--- config.mk ---
export PLATFORM = sky130hd
export DESIGN_NAME = abx_exec
export DESIGN_NICKNAME = d
export VERILOG_FILES = /design/src/common/abx_pkg.sv /design/src/core/abx_alu.sv /design/src/core/abx_exec.sv
export SDC_FILE = /design/constraint.sdc
export NUM_CORES = 1
export LEC_CHECK = 0
export ABC_AREA = 1
export BUFFER_PORTS_ARGS = -buffer_cell sky130_fd_sc_hd__buf_2
export CORE_ASPECT_RATIO = 1.4
export CORE_MARGIN = 2
export CORE_UTILIZATION = 62
export CTS_CLUSTER_SIZE = 12
export DETAILED_ROUTE_END_ITERATION = 7
export GPL_ROUTABILITY_DRIVEN = 0
export PLACE_DENSITY = 0.81
export SLEW_MARGIN = 20
export SYNTH_ARGS = -nofsm -noshare
export SYNTH_HDL_FRONTEND = slang
export SYNTH_HIERARCHICAL = 1
export SYNTH_SLANG_ARGS = --single-unit
--- constraint.sdc ---
create_clock -name clock -period 4.7 [get_ports clock]
set_clock_uncertainty 0.05 [all_clocks]
set_input_delay 0.94 -clock clock [delete_from_list [all_inputs] [get_ports clock]]
set_output_delay 0.94 -clock clock [all_outputs]
set_load 0.02 [all_outputs]
--- src/common/abx_pkg.sv ---
// constants, types and opcode field helpers for the execution block
package abx_pkg;

  localparam int PC_W   = 12;
  localparam int DATA_W = 8;

  localparam logic [PC_W-1:0]   PC_RESET       = 12'h000;
  localparam logic [PC_W-1:0]   PC_STEP        = 12'h001;
  localparam logic [PC_W-1:0]   SHORT_FWD_BIAS = 12'h001;
  localparam logic [PC_W-1:0]   BTB_BIAS       = 12'h002;
  localparam logic [DATA_W-1:0] BYTE_ZERO      = 8'h00;
  localparam logic [DATA_W-1:0] REG_PTR_X      = 8'h80;
  localparam logic [DATA_W-1:0] REG_PTR_Y      = 8'h81;
  localparam logic [DATA_W-1:0] REG_SHORT_BASE = 8'h80;
  localparam int                STACK_DEPTH    = 6;

  typedef enum logic [5:0] {
    ST_FETCH  = 6'h01,
    ST_OPND1  = 6'h02,
    ST_OPND2  = 6'h04,
    ST_READ   = 6'h08,
    ST_COMMIT = 6'h10,
    ST_HALT   = 6'h20
  } abx_state_type;

  typedef enum logic [3:0] {
    CL_BRANCH = 4'h0, CL_JUMP = 4'h1, CL_CALL = 4'h2, CL_BITSC = 4'h3, CL_BITTB = 4'h4,
    CL_ALU    = 4'h5, CL_SHORT = 4'h6, CL_ACC = 4'h7, CL_CTRL = 4'h8
  } abx_class_type;

  typedef enum logic [3:0] {
    ALU_ADD = 4'h0, ALU_AND = 4'h1, ALU_CP  = 4'h2, ALU_SUB = 4'h3, ALU_CLR = 4'h4,
    ALU_INC = 4'h5, ALU_DEC = 4'h6, ALU_NONE = 4'h7, ALU_COM = 4'h8, ALU_RLC = 4'h9,
    ALU_SLA = 4'ha
  } abx_alu_type;

  typedef enum logic [1:0] {
    MODE_DIRECT = 2'h0, MODE_IMM = 2'h1, MODE_IND_X = 2'h2, MODE_IND_Y = 2'h3
  } abx_mode_type;

  typedef enum logic [2:0] {
    CTL_NOP = 3'h0, CTL_RET = 3'h1, CTL_RETURN_FROM_INTERRUPT = 3'h2, CTL_STOP = 3'h3, CTL_WAIT = 3'h4
  } abx_ctl_type;

  // opcode byte layout
  function automatic abx_class_type abx_class(input logic [7:0] op);
    if (!op[7]) return CL_BRANCH;
    case (op[6:4])
      3'h0: return CL_JUMP;
      3'h1: return CL_CALL;
      3'h2: return CL_BITSC;
      3'h3: return CL_BITTB;
      3'h4, 3'h5: return CL_ALU;
      3'h6: return CL_SHORT;
      default: return op[3] ? CL_CTRL : CL_ACC;
    endcase
  endfunction

  function automatic abx_mode_type abx_mode(input logic [7:0] op);
    return abx_mode_type'(op[1:0]);
  endfunction

  function automatic abx_alu_type abx_alu_sel(input logic [7:0] op);
    abx_class_type c;
    c = abx_class(op);
    if (c == CL_ALU) begin
      if (op[4:2] > 3'h3 && abx_mode(op) == MODE_IMM) return ALU_NONE;
      return abx_alu_type'({1'b0, op[4:2]});
    end
    if (c == CL_SHORT) return op[2] ? ALU_INC : ALU_DEC;
    if (c == CL_ACC && op[1:0] != 2'h3) return abx_alu_type'({2'b10, op[1:0]});
    return ALU_NONE;
  endfunction

  function automatic logic [2:0]  abx_bit_sel(input logic [7:0] op); return op[2:0]; endfunction
  function automatic logic        abx_bit_pol(input logic [7:0] op); return op[3];   endfunction
  function automatic logic [1:0]  abx_cond(input logic [7:0] op);    return op[6:5]; endfunction
  function automatic logic        abx_back(input logic [7:0] op);    return op[4];   endfunction
  function automatic logic [3:0]  abx_span(input logic [7:0] op);    return op[3:0]; endfunction
  function automatic logic [3:0]  abx_page(input logic [7:0] op);    return op[3:0]; endfunction
  function automatic abx_ctl_type abx_ctl(input logic [7:0] op);
    return abx_ctl_type'(op[2:0]);
  endfunction

endpackage

--- src/core/abx_alu.sv ---
// accumulator and data-space arithmetic unit
`timescale 1ns/1ps
`default_nettype none
module abx_alu
  import abx_pkg::*;
(
  input  wire abx_alu_type     op,
  input  wire logic [7:0]      a,
  input  wire logic [7:0]      b,
  input  wire logic            cin,
  output logic [7:0]           res,
  output logic                 zout,
  output logic                 cout,
  output logic                 upd_z,
  output logic                 upd_c,
  output logic                 wr_acc,
  output logic                 wr_mem
);
  logic [8:0] wide;

  always_comb begin
    wide   = {1'b0, a} - {1'b0, b};
    res    = a;
    cout   = cin;
    upd_z  = 1'b1;
    upd_c  = 1'b1;
    wr_acc = 1'b0;
    wr_mem = 1'b0;
    case (op)
      ALU_ADD: begin
        wide   = {1'b0, a} + {1'b0, b};
        res    = wide[7:0];
        cout   = wide[8];
        wr_acc = 1'b1;
      end
      ALU_AND: begin
        res    = a & b;
        cout   = 1'b0;
        wr_acc = 1'b1;
      end
      ALU_CP: begin
        res  = wide[7:0];
        cout = wide[8];
      end
      ALU_SUB: begin
        res    = wide[7:0];
        cout   = wide[8];
        wr_acc = 1'b1;
      end
      ALU_CLR: begin
        res    = BYTE_ZERO;
        upd_z  = 1'b0;
        upd_c  = 1'b0;
        wr_mem = 1'b1;
      end
      ALU_INC: begin
        res    = b + 8'h01;
        upd_c  = 1'b0;
        wr_mem = 1'b1;
      end
      ALU_DEC: begin
        res    = b - 8'h01;
        upd_c  = 1'b0;
        wr_mem = 1'b1;
      end
      ALU_COM: begin
        res    = ~a;
        cout   = a[7];
        wr_acc = 1'b1;
      end
      ALU_RLC: begin
        res    = {a[6:0], cin};
        cout   = a[7];
        wr_acc = 1'b1;
      end
      ALU_SLA: begin
        res    = {a[6:0], 1'b0};
        cout   = a[7];
        wr_acc = 1'b1;
      end
      default: begin
        upd_z = 1'b0;
        upd_c = 1'b0;
      end
    endcase
    zout = (res == BYTE_ZERO);
  end
endmodule
`default_nettype wire

--- src/core/abx_exec.sv ---
// multi-cycle executor for arithmetic, branch, bit, jump and control instructions
`timescale 1ns/1ps
`default_nettype none
module abx_exec
  import abx_pkg::*;
(
  input  wire logic              clock,
  input  wire logic              reset,
  output logic [PC_W-1:0]        prog_addr,
  input  wire logic [7:0]        prog_rdata,
  output logic [7:0]             data_addr,
  input  wire logic [7:0]        data_rdata,
  output logic [7:0]             data_wdata,
  output logic                   data_we,
  input  wire logic              watchdog_enabled,
  input  wire logic              wake,
  output logic [7:0]             acc_value,
  output logic                   carry_flag,
  output logic                   zero_flag,
  output logic                   wait_mode,
  output logic                   stop_mode,
  output logic                   irq_return,
  output logic                   instr_done
);
  abx_state_type   state_r, state_nxt;
  logic [7:0]      opcode_r, opcode_nxt;
  logic [PC_W-1:0] instr_addr_r, instr_addr_nxt;
  logic [PC_W-1:0] pc_r, pc_nxt;
  logic [7:0]      data_addr_r, data_addr_nxt;
  logic [7:0]      data_wdata_r, data_wdata_nxt;
  logic            data_we_r, data_we_nxt;
  logic [7:0]      imm_r, imm_nxt;
  logic [7:0]      acc_r, acc_nxt;
  logic            carry_r, carry_nxt;
  logic            zero_r, zero_nxt;
  logic            wait_mode_r, wait_mode_nxt;
  logic            stop_mode_r, stop_mode_nxt;
  logic            irq_return_r, irq_return_nxt;
  logic            instr_done_r, instr_done_nxt;
  logic [PC_W-1:0] stack_r   [STACK_DEPTH];
  logic [PC_W-1:0] stack_nxt [STACK_DEPTH];

  abx_class_type   cls_f, cls_x;
  abx_mode_type    mode_x;
  abx_alu_type     alu_op;
  logic [7:0]      alu_b, alu_res, bit_mask;
  logic            alu_z, alu_c, alu_uz, alu_uc, alu_wa, alu_wm;
  logic            tested_bit, taken;

  // short branch: forward adds span+1, backward subtracts span
  function automatic logic [PC_W-1:0] short_target(input logic [PC_W-1:0] base,
                                                   input logic [7:0] op);
    logic [PC_W-1:0] span;
    span = {8'h00, abx_span(op)};
    if (abx_back(op)) return base - span;
    return base + span + SHORT_FWD_BIAS;
  endfunction

  // bit branch: signed byte plus two
  function automatic logic [PC_W-1:0] btb_target(input logic [PC_W-1:0] base,
                                                 input logic [7:0] disp);
    return base + BTB_BIAS + {{4{disp[7]}}, disp};
  endfunction

  assign cls_f  = abx_class(prog_rdata);
  assign cls_x  = abx_class(opcode_r);
  assign mode_x = abx_mode(opcode_r);
  assign alu_op = abx_alu_sel(opcode_r);
  assign alu_b  = (cls_x == CL_ALU && mode_x == MODE_IMM) ? imm_r : data_rdata;
  assign bit_mask   = 8'h01 << abx_bit_sel(opcode_r);
  assign tested_bit = |(data_rdata & bit_mask);

  abx_alu u_alu (
    .op     (alu_op),
    .a      (acc_r),
    .b      (alu_b),
    .cin    (carry_r),
    .res    (alu_res),
    .zout   (alu_z),
    .cout   (alu_c),
    .upd_z  (alu_uz),
    .upd_c  (alu_uc),
    .wr_acc (alu_wa),
    .wr_mem (alu_wm)
  );

  always_comb begin
    state_nxt      = state_r;
    opcode_nxt     = opcode_r;
    instr_addr_nxt = instr_addr_r;
    pc_nxt         = pc_r;
    data_addr_nxt  = data_addr_r;
    data_wdata_nxt = data_wdata_r;
    data_we_nxt    = 1'b0;
    imm_nxt        = imm_r;
    acc_nxt        = acc_r;
    carry_nxt      = carry_r;
    zero_nxt       = zero_r;
    wait_mode_nxt  = wait_mode_r;
    stop_mode_nxt  = stop_mode_r;
    irq_return_nxt = 1'b0;
    instr_done_nxt = 1'b0;
    stack_nxt      = stack_r;
    taken          = 1'b0;
    case (state_r)
      ST_FETCH: begin
        opcode_nxt     = prog_rdata;
        instr_addr_nxt = pc_r;
        pc_nxt         = pc_r + PC_STEP;
        if (cls_f == CL_BRANCH || cls_f == CL_CTRL) begin
          state_nxt = ST_COMMIT;
        end else begin
          state_nxt = ST_OPND1;
        end
        if (cls_f == CL_ALU && abx_mode(prog_rdata) == MODE_IND_X) begin
          data_addr_nxt = REG_PTR_X;
        end else if (cls_f == CL_ALU && abx_mode(prog_rdata) == MODE_IND_Y) begin
          data_addr_nxt = REG_PTR_Y;
        end else if (cls_f == CL_SHORT) begin
          data_addr_nxt = REG_SHORT_BASE | {6'h00, prog_rdata[1:0]};
        end
      end
      ST_OPND1: begin
        state_nxt = (cls_x == CL_BITTB) ? ST_OPND2 : ST_READ;
        if (cls_x == CL_JUMP || cls_x == CL_CALL ||
            (cls_x == CL_ALU && mode_x == MODE_IMM)) begin
          imm_nxt = prog_rdata;
          pc_nxt  = pc_r + PC_STEP;
        end else if (cls_x == CL_BITSC || cls_x == CL_BITTB ||
                     (cls_x == CL_ALU && mode_x == MODE_DIRECT)) begin
          data_addr_nxt = prog_rdata;
          pc_nxt        = pc_r + PC_STEP;
        end else if (cls_x == CL_ALU) begin
          data_addr_nxt = data_rdata;
        end
      end
      ST_OPND2: begin
        imm_nxt   = prog_rdata;
        pc_nxt    = pc_r + PC_STEP;
        state_nxt = ST_READ;
      end
      ST_READ: begin
        state_nxt = ST_COMMIT;
        if (cls_x == CL_JUMP || cls_x == CL_CALL) begin
          pc_nxt = {abx_page(opcode_r), imm_r};
          if (cls_x == CL_CALL) begin
            for (int i = STACK_DEPTH - 1; i > 0; i--) stack_nxt[i] = stack_r[i-1];
            stack_nxt[0] = pc_r;
          end
        end else if (cls_x == CL_BITSC) begin
          data_we_nxt    = 1'b1;
          data_wdata_nxt = abx_bit_pol(opcode_r) ? (data_rdata | bit_mask)
                                                 : (data_rdata & ~bit_mask);
        end else if (cls_x == CL_BITTB) begin
          carry_nxt = tested_bit;
          if (tested_bit == abx_bit_pol(opcode_r)) begin
            pc_nxt = btb_target(instr_addr_r, imm_r);
          end
        end else begin
          if (alu_wa) acc_nxt = alu_res;
          if (alu_uz) zero_nxt = alu_z;
          if (alu_uc) carry_nxt = alu_c;
          if (alu_wm) begin
            data_we_nxt    = 1'b1;
            data_wdata_nxt = alu_res;
          end
        end
      end
      ST_COMMIT: begin
        state_nxt      = ST_FETCH;
        instr_done_nxt = 1'b1;
        if (cls_x == CL_BRANCH) begin
          case (abx_cond(opcode_r))
            2'h0:    taken = !zero_r;
            2'h1:    taken = !carry_r;
            2'h2:    taken = zero_r;
            default: taken = carry_r;
          endcase
          if (taken) pc_nxt = short_target(instr_addr_r, opcode_r);
        end else if (cls_x == CL_CTRL) begin
          case (abx_ctl(opcode_r))
            CTL_RET, CTL_RETURN_FROM_INTERRUPT: begin
              pc_nxt = stack_r[0];
              for (int i = 0; i < STACK_DEPTH - 1; i++) stack_nxt[i] = stack_r[i+1];
              stack_nxt[STACK_DEPTH-1] = PC_RESET;
              irq_return_nxt = (abx_ctl(opcode_r) == CTL_RETURN_FROM_INTERRUPT);
            end
            CTL_STOP: begin
              state_nxt     = ST_HALT;
              wait_mode_nxt = watchdog_enabled;
              stop_mode_nxt = !watchdog_enabled;
            end
            CTL_WAIT: begin
              state_nxt     = ST_HALT;
              wait_mode_nxt = 1'b1;
            end
            default: ;
          endcase
        end
      end
      ST_HALT: begin
        if (wake) begin
          state_nxt     = ST_FETCH;
          wait_mode_nxt = 1'b0;
          stop_mode_nxt = 1'b0;
        end
      end
      default: state_nxt = ST_FETCH;
    endcase
  end

  always_ff @(posedge clock) begin
    if (reset) begin
      state_r      <= ST_FETCH;
      opcode_r     <= BYTE_ZERO;
      instr_addr_r <= PC_RESET;
      pc_r         <= PC_RESET;
      data_addr_r  <= BYTE_ZERO;
      data_wdata_r <= BYTE_ZERO;
      data_we_r    <= 1'b0;
      imm_r        <= BYTE_ZERO;
      acc_r        <= BYTE_ZERO;
      carry_r      <= 1'b0;
      zero_r       <= 1'b0;
      wait_mode_r  <= 1'b0;
      stop_mode_r  <= 1'b0;
      irq_return_r <= 1'b0;
      instr_done_r <= 1'b0;
      for (int i = 0; i < STACK_DEPTH; i++) stack_r[i] <= PC_RESET;
    end else begin
      state_r      <= state_nxt;
      opcode_r     <= opcode_nxt;
      instr_addr_r <= instr_addr_nxt;
      pc_r         <= pc_nxt;
      data_addr_r  <= data_addr_nxt;
      data_wdata_r <= data_wdata_nxt;
      data_we_r    <= data_we_nxt;
      imm_r        <= imm_nxt;
      acc_r        <= acc_nxt;
      carry_r      <= carry_nxt;
      zero_r       <= zero_nxt;
      wait_mode_r  <= wait_mode_nxt;
      stop_mode_r  <= stop_mode_nxt;
      irq_return_r <= irq_return_nxt;
      instr_done_r <= instr_done_nxt;
      stack_r      <= stack_nxt;
    end
  end

  assign prog_addr  = pc_r;
  assign data_addr  = data_addr_r;
  assign data_wdata = data_wdata_r;
  assign data_we    = data_we_r;
  assign acc_value  = acc_r;
  assign carry_flag = carry_r;
  assign zero_flag  = zero_r;
  assign wait_mode  = wait_mode_r;
  assign stop_mode  = stop_mode_r;
  assign irq_return = irq_return_r;
  assign instr_done = instr_done_r;
endmodule
`default_nettype wire

After elaboration in Yosys (flattened, before gate mapping)
Cells that the tools add are included.
{"block": "op_classes", "muxes": 91, "addsub": 10, "n_reduce_logical": 54, "n_eq_ne": 69, "order_cmp": 1, "bitwise_logic": 13, "shifts": 1}
{"operator": "72-bit 2-to-1 mux", "n": 5}
{"operator": "12-bit 2-to-1 mux", "n": 12}
{"operator": "72-bit case mux with 2 select lines", "n": 1}
{"operator": "8-bit 2-to-1 mux", "n": 12}
{"operator": "8-bit case mux with 9 select lines", "n": 1}
{"operator": "4-bit 2-to-1 mux", "n": 13}
{"operator": "12-bit case mux with 4 select lines", "n": 1}
{"operator": "4-bit case mux with 6 select lines", "n": 2}
{"operator": "4-bit by 3-bit equality test with 1-bit output (second input constant)", "n": 9}
{"operator": "6-bit case mux with 6 select lines", "n": 1}
{"operator": "8-bit case mux with 2 select lines", "n": 2}
{"operator": "1-bit 2-to-1 mux", "n": 30}
{"operator": "5-bit AND reduction", "n": 5}
{"operator": "12-bit by 1-bit adder with 12-bit output (second input constant)", "n": 2}
{"operator": "8-bit bitwise AND", "n": 3}
{"operator": "6-bit 2-to-1 mux", "n": 4}
{"operator": "3-bit equality test (second input constant)", "n": 7}
{"operator": "4-bit equality test (second input constant)", "n": 5}
{"operator": "3-bit by 2-bit equality test with 1-bit output (second input constant)", "n": 6}
{"operator": "2-bit != test (second input constant)", "n": 9}
{"operator": "3-bit != test (second input constant)", "n": 6}
{"operator": "4-bit by 2-bit equality test with 1-bit output (second input constant)", "n": 4}
{"operator": "8-bit inverter", "n": 2}
{"operator": "12-bit adder", "n": 1}
{"operator": "52 further kinds", "n": 96}
{"block": "word_totals", "regBits": 149, "elab_cells": 260}

Logic depth before layout (Yosys ltp)
{"block": "logic_depth", "word_depth": 19, "depth_mapped": 32, "mapped_depth_nobuf": 30}

Cells and area by module
Netlist, hierarchy kept.
{"module": "abx_exec", "instances": 1, "cells_per_inst": 1365, "area_each_um2": 8871.0}
{"module": "abx_alu", "instances": 1, "cells_per_inst": 324, "area_each_um2": 1664.1}

Worst setup path before layout
OpenSTA, ideal clock, no wires.
{"block": "synth_path", "path_type": "register to register", "start": "reg opcode_r[4]", "end": "reg data_wdata_r[7] (netlist: data_wdata[7])", "n_path_buf": 2, "required_time_ns": 4.531, "arrival_ns": 3.238, "stages_incl_launch_ff": 31, "path_slack_ns": 1.293, "cell_sequence": "dfxtp_1 buf_6 clkinv_2 clkbuf_1 nand2_1 nor2_1 nor2_1 nand2_1 nor2_1 nand3_1 inv_1 nand2_1 a21oi_1 a31oi_1 inv_1 nand2_2 nor2_4 ha_1 nand2_1 nor3_1 nand2_1 nand2_1 nand2_1 nand3_1 nand3b_1 nand2_1 inv_2 nand2_1 nand2_1 o21ai_0 a21oi_1"}
{"block": "synth_via", "elab_chain_len": 18, "elab_cells_between_ends": 64, "classes_between": "add/sub (4); order compare (1); eq/ne (23); mux (23); bitwise (2); reduce/logical (11)"}
{"element": "start: declaration", "line": "abx_exec.sv:26", "rtl": "logic [7:0] opcode_r, opcode_nxt;"}
{"element": "start signal: assignment", "line": "abx_exec.sv:232", "rtl": "opcode_r <= opcode_nxt;"}
{"element": "3-bit equality test", "line": "abx_pkg.sv:48", "rtl": "case (op[6:4])"}
{"element": "2-bit OR reduction", "line": "abx_pkg.sv:48"}
{"element": "4-bit case mux with 6 select lines", "line": "abx_pkg.sv:48"}
{"element": "4-bit 2-to-1 mux", "line": "abx_pkg.sv:48"}
{"element": "4-bit by 3-bit equality test with 1-bit output", "line": "abx_pkg.sv:71", "rtl": "if (c == CL_ACC && op[1:0] != 2'h3) return abx_alu_type'({2'b10, op[1:0]});"}
{"element": "1-bit logical AND", "line": "abx_pkg.sv:71"}
{"element": "1-bit 2-to-1 mux (2 in series)", "line": "abx_pkg.sv:71"}
{"element": "1-bit 2-to-1 mux", "line": "abx_pkg.sv:70", "rtl": "if (c == CL_SHORT) return op[2] ? ALU_INC : ALU_DEC;"}
{"element": "[3 not listed]"}
{"element": "named net alu_op[3]", "line": "abx_exec.sv:45", "rtl": "abx_alu_type alu_op;"}
{"element": "4-bit by 2-bit equality test with 1-bit output", "line": "abx_alu.sv:29", "rtl": "case (op)"}
{"element": "2-bit OR reduction (no source line)"}
{"element": "8-bit case mux with 9 select lines (*)", "line": "abx_alu.sv:29"}
{"element": "named net alu_res[7]", "line": "abx_exec.sv:46", "rtl": "logic [7:0] alu_b, alu_res, bit_mask;"}
{"element": "8-bit 2-to-1 mux (*)", "line": "abx_exec.sv:163", "rtl": "if (alu_wm) begin"}
{"element": "8-bit 2-to-1 mux (*)", "line": "abx_exec.sv:154", "rtl": "end else if (cls_x == CL_BITTB) begin"}
{"element": "8-bit 2-to-1 mux (*)", "line": "abx_exec.sv:150", "rtl": "end else if (cls_x == CL_BITSC) begin"}
{"element": "end signal: assignment", "line": "abx_exec.sv:236", "rtl": "data_wdata_r <= data_wdata_nxt;"}
{"element": "end: declaration", "line": "abx_exec.sv:30", "rtl": "logic [7:0] data_wdata_r, data_wdata_nxt;"}
The timed path passes the listed nets; every way through them passes the cells marked *. The select of a mux whose other input is x is not followed.
A chain may end at the register's enable or synchronous reset.

Worst setup path after layout
{"block": "layout_path", "start": "reg opcode_r[7]", "end": "reg data_wdata_r[6] (netlist: data_wdata[6])"}
{"block": "layout_via", "elab_chain_len": 15, "elab_cells_between_ends": 49, "classes_between": "add/sub (4); eq/ne (17); mux (18); bitwise (2); reduce/logical (8)"}
{"element": "4-bit 2-to-1 mux (*)", "line": "abx_pkg.sv:48"}
{"element": "4-bit by 3-bit equality test with 1-bit output", "line": "abx_pkg.sv:71"}
{"element": "1-bit logical AND", "line": "abx_pkg.sv:71"}
{"element": "1-bit 2-to-1 mux (2 in series)", "line": "abx_pkg.sv:71"}
{"element": "1-bit 2-to-1 mux", "line": "abx_pkg.sv:70"}
{"element": "4-bit 2-to-1 mux", "line": "abx_pkg.sv:72", "rtl": "return ALU_NONE;"}
{"element": "4-bit 2-to-1 mux", "line": "abx_pkg.sv:71"}
{"element": "4-bit 2-to-1 mux (*)", "line": "abx_pkg.sv:70"}
{"element": "named net alu_op[0]", "line": "abx_exec.sv:45"}
{"element": "4-bit by 2-bit equality test with 1-bit output", "line": "abx_alu.sv:29"}
{"element": "2-bit OR reduction (no source line)"}
{"element": "8-bit case mux with 9 select lines (*)", "line": "abx_alu.sv:29"}
{"element": "named net alu_res[6]", "line": "abx_exec.sv:46"}
{"element": "8-bit 2-to-1 mux (*)", "line": "abx_exec.sv:163"}
{"element": "8-bit 2-to-1 mux (*)", "line": "abx_exec.sv:154"}
{"element": "8-bit 2-to-1 mux (*)", "line": "abx_exec.sv:150"}
Marks and branches as above.

==> impl_summary.txt <==
----------------------------------------------------
[Status]
  Run status ... completed

[Setup path]
  R2R cell count ... 25
  Setup CP Type ... reg -> reg
  Setup slack of the most critical reg-to-reg path ... 560 ps
  Worst reg2reg path startpoint ... opcode_r[7]$_SDFFE_PP0P_
  Most used cell, CP ... nand2_1
  Arrival time worst endpoint ... 4370 ps
  Maximum fanout encountered on the critical timing path ... 17
  Cell type of the slowest stage on the worst timing path ... dfxtp_2
  Required time at the worst-slack endpoint ... 4930 ps
  Startpoint types ... flop
  Longest individual stage delay on the worst path ... 510 ps
  Reg-to-reg endpoint ... data_wdata[6]$_SDFFE_PP0P_
  Critical path capture point type ... flop

[Logic synthesis]
  Cell Area, Synth ... 10,500 µm²
  Async set-reset flop share out of synthesis ... 0%
  Synthesized area divided by synthesized cell count ... 6.24 µm²
  Share of synthesized area occupied by flip-flops and latches ... 28.3%
  Commonest cells in the netlist ... nand2_1 (451), inv_1 (176), nand3_1 (169), nor2_1 (167), dfxtp_1 (149)
  Number of enable flip-flop cells after synthesis ... 0
  Number of synthesis warnings ... 6
  Cells taking the most area after synthesis ... dfxtp_1 (28%), nand2_1 (16%), nand3_1 (8.0%), o21ai_0 (7.0%), a21oi_1 (6.4%)
  Top cell type's share of synthesized area ... 28.3%
  Synthesized net count ... 1,763
  Synth area leader ... dfxtp_1
  Main flop type after synthesis ... dfxtp_1
  Synth Instances ... 1,689
  Library cells used by synthesis ... 45
  Synthesis-stage register bit count ... 149
  Cell with the most instances after synthesis ... nand2_1

[Routing]
  Count of TritonRoute iterations in the first routing pass ... 6
  Drt initial violations ... 1,183
  DRC violations left ... 0
  Antenna-violating nets left ... 0
  Via count normalized by instance count ... 5.97
  Drt wl/cell ... 16.5 µm
  Via count ... 11,500
  Routed WL ... 31,800 µm

[STA]
  Total Negative Setup Slacks ... 0 ps
  Final worst-path cycle share ... 88.2%
  Setup repair after global routing missed its margin ... no
  Relative slew slack ... 34.0%
  Peak Freq ... 0.241 GHz
  Max-slew violation count ... 0
  Final period demand of the worst path ... 4140 ps
  Actual slew at the worst max-slew pin ... 983 ps
  Final hold violation count ... 0
  Setup violations, final ... 0

[Global routing]
  Global-route congestion overflow total ... 0
  Number of global-route vias before repair ... 10,300
  GRT met2 Usage ... 57.9%
  Met3 GRT Util ... 7.43%
  Pin count of the biggest net entering global routing ... 108
  Layer with the highest usage ... met2
  Antenna violations before repair ... 1
  Wire length of the first global-routing pass ... 51,000 µm
  Grt met1 use ... 42.6%
  Overall Global Routing Usage ... 35.6%

[Cells and area]
  Filler Cell Count ... 1,514
  Number of standard cells in the final layout excluding fillers ... 1,927
  Diode count ... 0
  Nets@finish ... 1,785
  Post-route cell area ... 11,500 µm²
  Area growth, synth to finish ... 8.94%
  Share of cells above drive strength 1 ... 9.51%

[CTS]
  Depth of the CTS H-tree ... 4
  Buffers inserted by post-CTS timing repair ... 0
  Clock tree root driver cell ... clkbuf_16
  Number of buffers added by the clock tree synthesis step ... 17
  Count of clock tree sinks ... 149
  CTS clock-pin slew for the worst setup and hold paths ... 70 ps
  TritonCTS clock tree ... built
  Max Root-Sink Buffers ... 2
  Clock insertion delay at the later pin of the skew report ... 430 ps

[Floorplan]
  DIE HEIGHT ... 158 µm
  Starting utilization of the core area ... 63.2%
  FP Rows ... 56
  Core area ... 16,700 µm²
  X dimension of the die ... 114 µm
  Die outline area ... 18,100 µm²
  I/O pins ... 63

[Power]
  Pwr per Cell Area ... 389 nW/µm²
  Leakage Power ... 5.67 nW
  Peak supply drop ... 0.000316 V

[Placed design]
  Detailed Place HPWL ... 23,000 µm
  Post-placement cell count ... 1,895
  Area after detailed placement ... 10,900 µm²
  Input/output buffers ... 62

[Hold path]
  Class of the tightest hold or removal check ... reg -> reg
  Worst hold path stage count ... 2
  Capture endpoint of the worst hold path ... data_wdata[0]$_SDFFE_PP0P_
  Origin of the worst min-delay path ... data_wdata[0]$_SDFFE_PP0P_

[Run]
  Max cap viols ... 0

----------------------------------------------------
-- worst max-delay path, delay by kind of cell, from the launching register on --
kind            cells  cell delay (ps)
flops               1              510
fa+ha+maj           1              360
compound gates      5              840
simple gates       14             1620
buf+inv             5              610
-- area by class of cell --
cell class | count | area, µm² | area share, %
clock buffers | 17 | 425 | 3.71
clock inverters | 15 | 184 | 1.60
inverters | 191 | 719 | 6.27
multi-input cells | 1278 | 6500 | 56.6
flip-flops and latches | 149 | 2980 | 26.0
well taps | 203 | 254 | 2.21
repair buffers | 74 | 413 | 3.60
-- logic make-up (layout without fill, tap and decap cells) --
logic type                 Yosys count  in the layout  synth area share [%]
muxes                                1              1                 0.107
AOI/OAI and AO/OA                  351            351                  19.1
and+or+nand+nor                    865            865                  35.1
xor gates and xnor gates             7              7                 0.582
DFF                                149            149                  28.3
buffers and inverters              262            297                  10.0
adders and majority gates           54             54                  6.77
-- layer usage --
metal  wire (µm)  share of wire (%)
met5           0                  0
met4        2180                6.9
met3        2610                8.2
met2       14700                 46
met1       12300                 39
-- what timing repair did --
| action | 4_1_cts | 5_1_grt |
|---|---|---|
| gates resized for setup | 0 | 1 |
| hold buffers | 0 | 0 |
| endpoints found under the setup margin | 0 | 3 |
-- registers in the layout (all words and copies together) (netlist names) --
signal and flops:
data_wdata 8, instr_addr_r 12, irq_return 1, wait_mode 1, imm_r 8, acc_value 8
opcode_r 8, stack_r 72, data_addr 8, state_r 6, zero_flag 1, prog_addr 12
carry_flag 1, instr_done 1, stop_mode 1, data_we 1
-- worst max path at each step --
stage                                   startpoint                          to  slack, ps  cells past startpoint
after floorplan           opcode_r[4]$_SDFFE_PP0P_  data_wdata[7]$_SDFFE_PP0P_       1290                     30
after global placement    opcode_r[7]$_SDFFE_PP0P_  data_wdata[7]$_SDFFE_PP0P_        710                     25
after detailed placement  opcode_r[7]$_SDFFE_PP0P_  data_wdata[7]$_SDFFE_PP0P_        540                     25
after CTS                 opcode_r[7]$_SDFFE_PP0P_  data_wdata[7]$_SDFFE_PP0P_        550                     25
after global routing      opcode_r[7]$_SDFFE_PP0P_  data_wdata[6]$_SDFFE_PP0P_         60                     25
final                     opcode_r[7]$_SDFFE_PP0P_  data_wdata[6]$_SDFFE_PP0P_        560                     25
-- layout by cell type (no fill, tap or decap), types with 6 or more instances in the layout --
master / count
nand2_1: 451
inv_1: 175
nand3_1: 169
nor2_1: 167
dfxtp_1: 148
o21ai_0: 147
a21oi_1: 134
buf_2: 62
ha_1: 49
o211a_1: 37
nand4_1: 23
clkbuf_16: 17
nand2_2: 16
inv_2: 13
nor3_1: 11
buf_4: 11
nor2_2: 8
o211ai_1: 6
a211oi_1: 6
-- per-stage QoR --
step	setup slack, ps	total power, mW	util [%]	hold WS, ps
finish	557	4.47	68.8	395
global route	58.4	4.72	68.8	422
CTS	546	4.44	68.8	399
detailed placement	537	3.00	65.2	387
global placement	707	2.97	65.2	385
floorplan	1290	2.62	-	389
-- report_power, final --
part | leakage [nW] | switching, mW | total, mW | internal (mW)
clock network | 0.295 | 0.620 | 1.43 | 0.809
registers | 1.21 | 0.153 | 1.54 | 1.39
logic | 4.16 | 1.03 | 1.50 | 0.469
No activity file was read; power rests on OpenSTA's default activity.
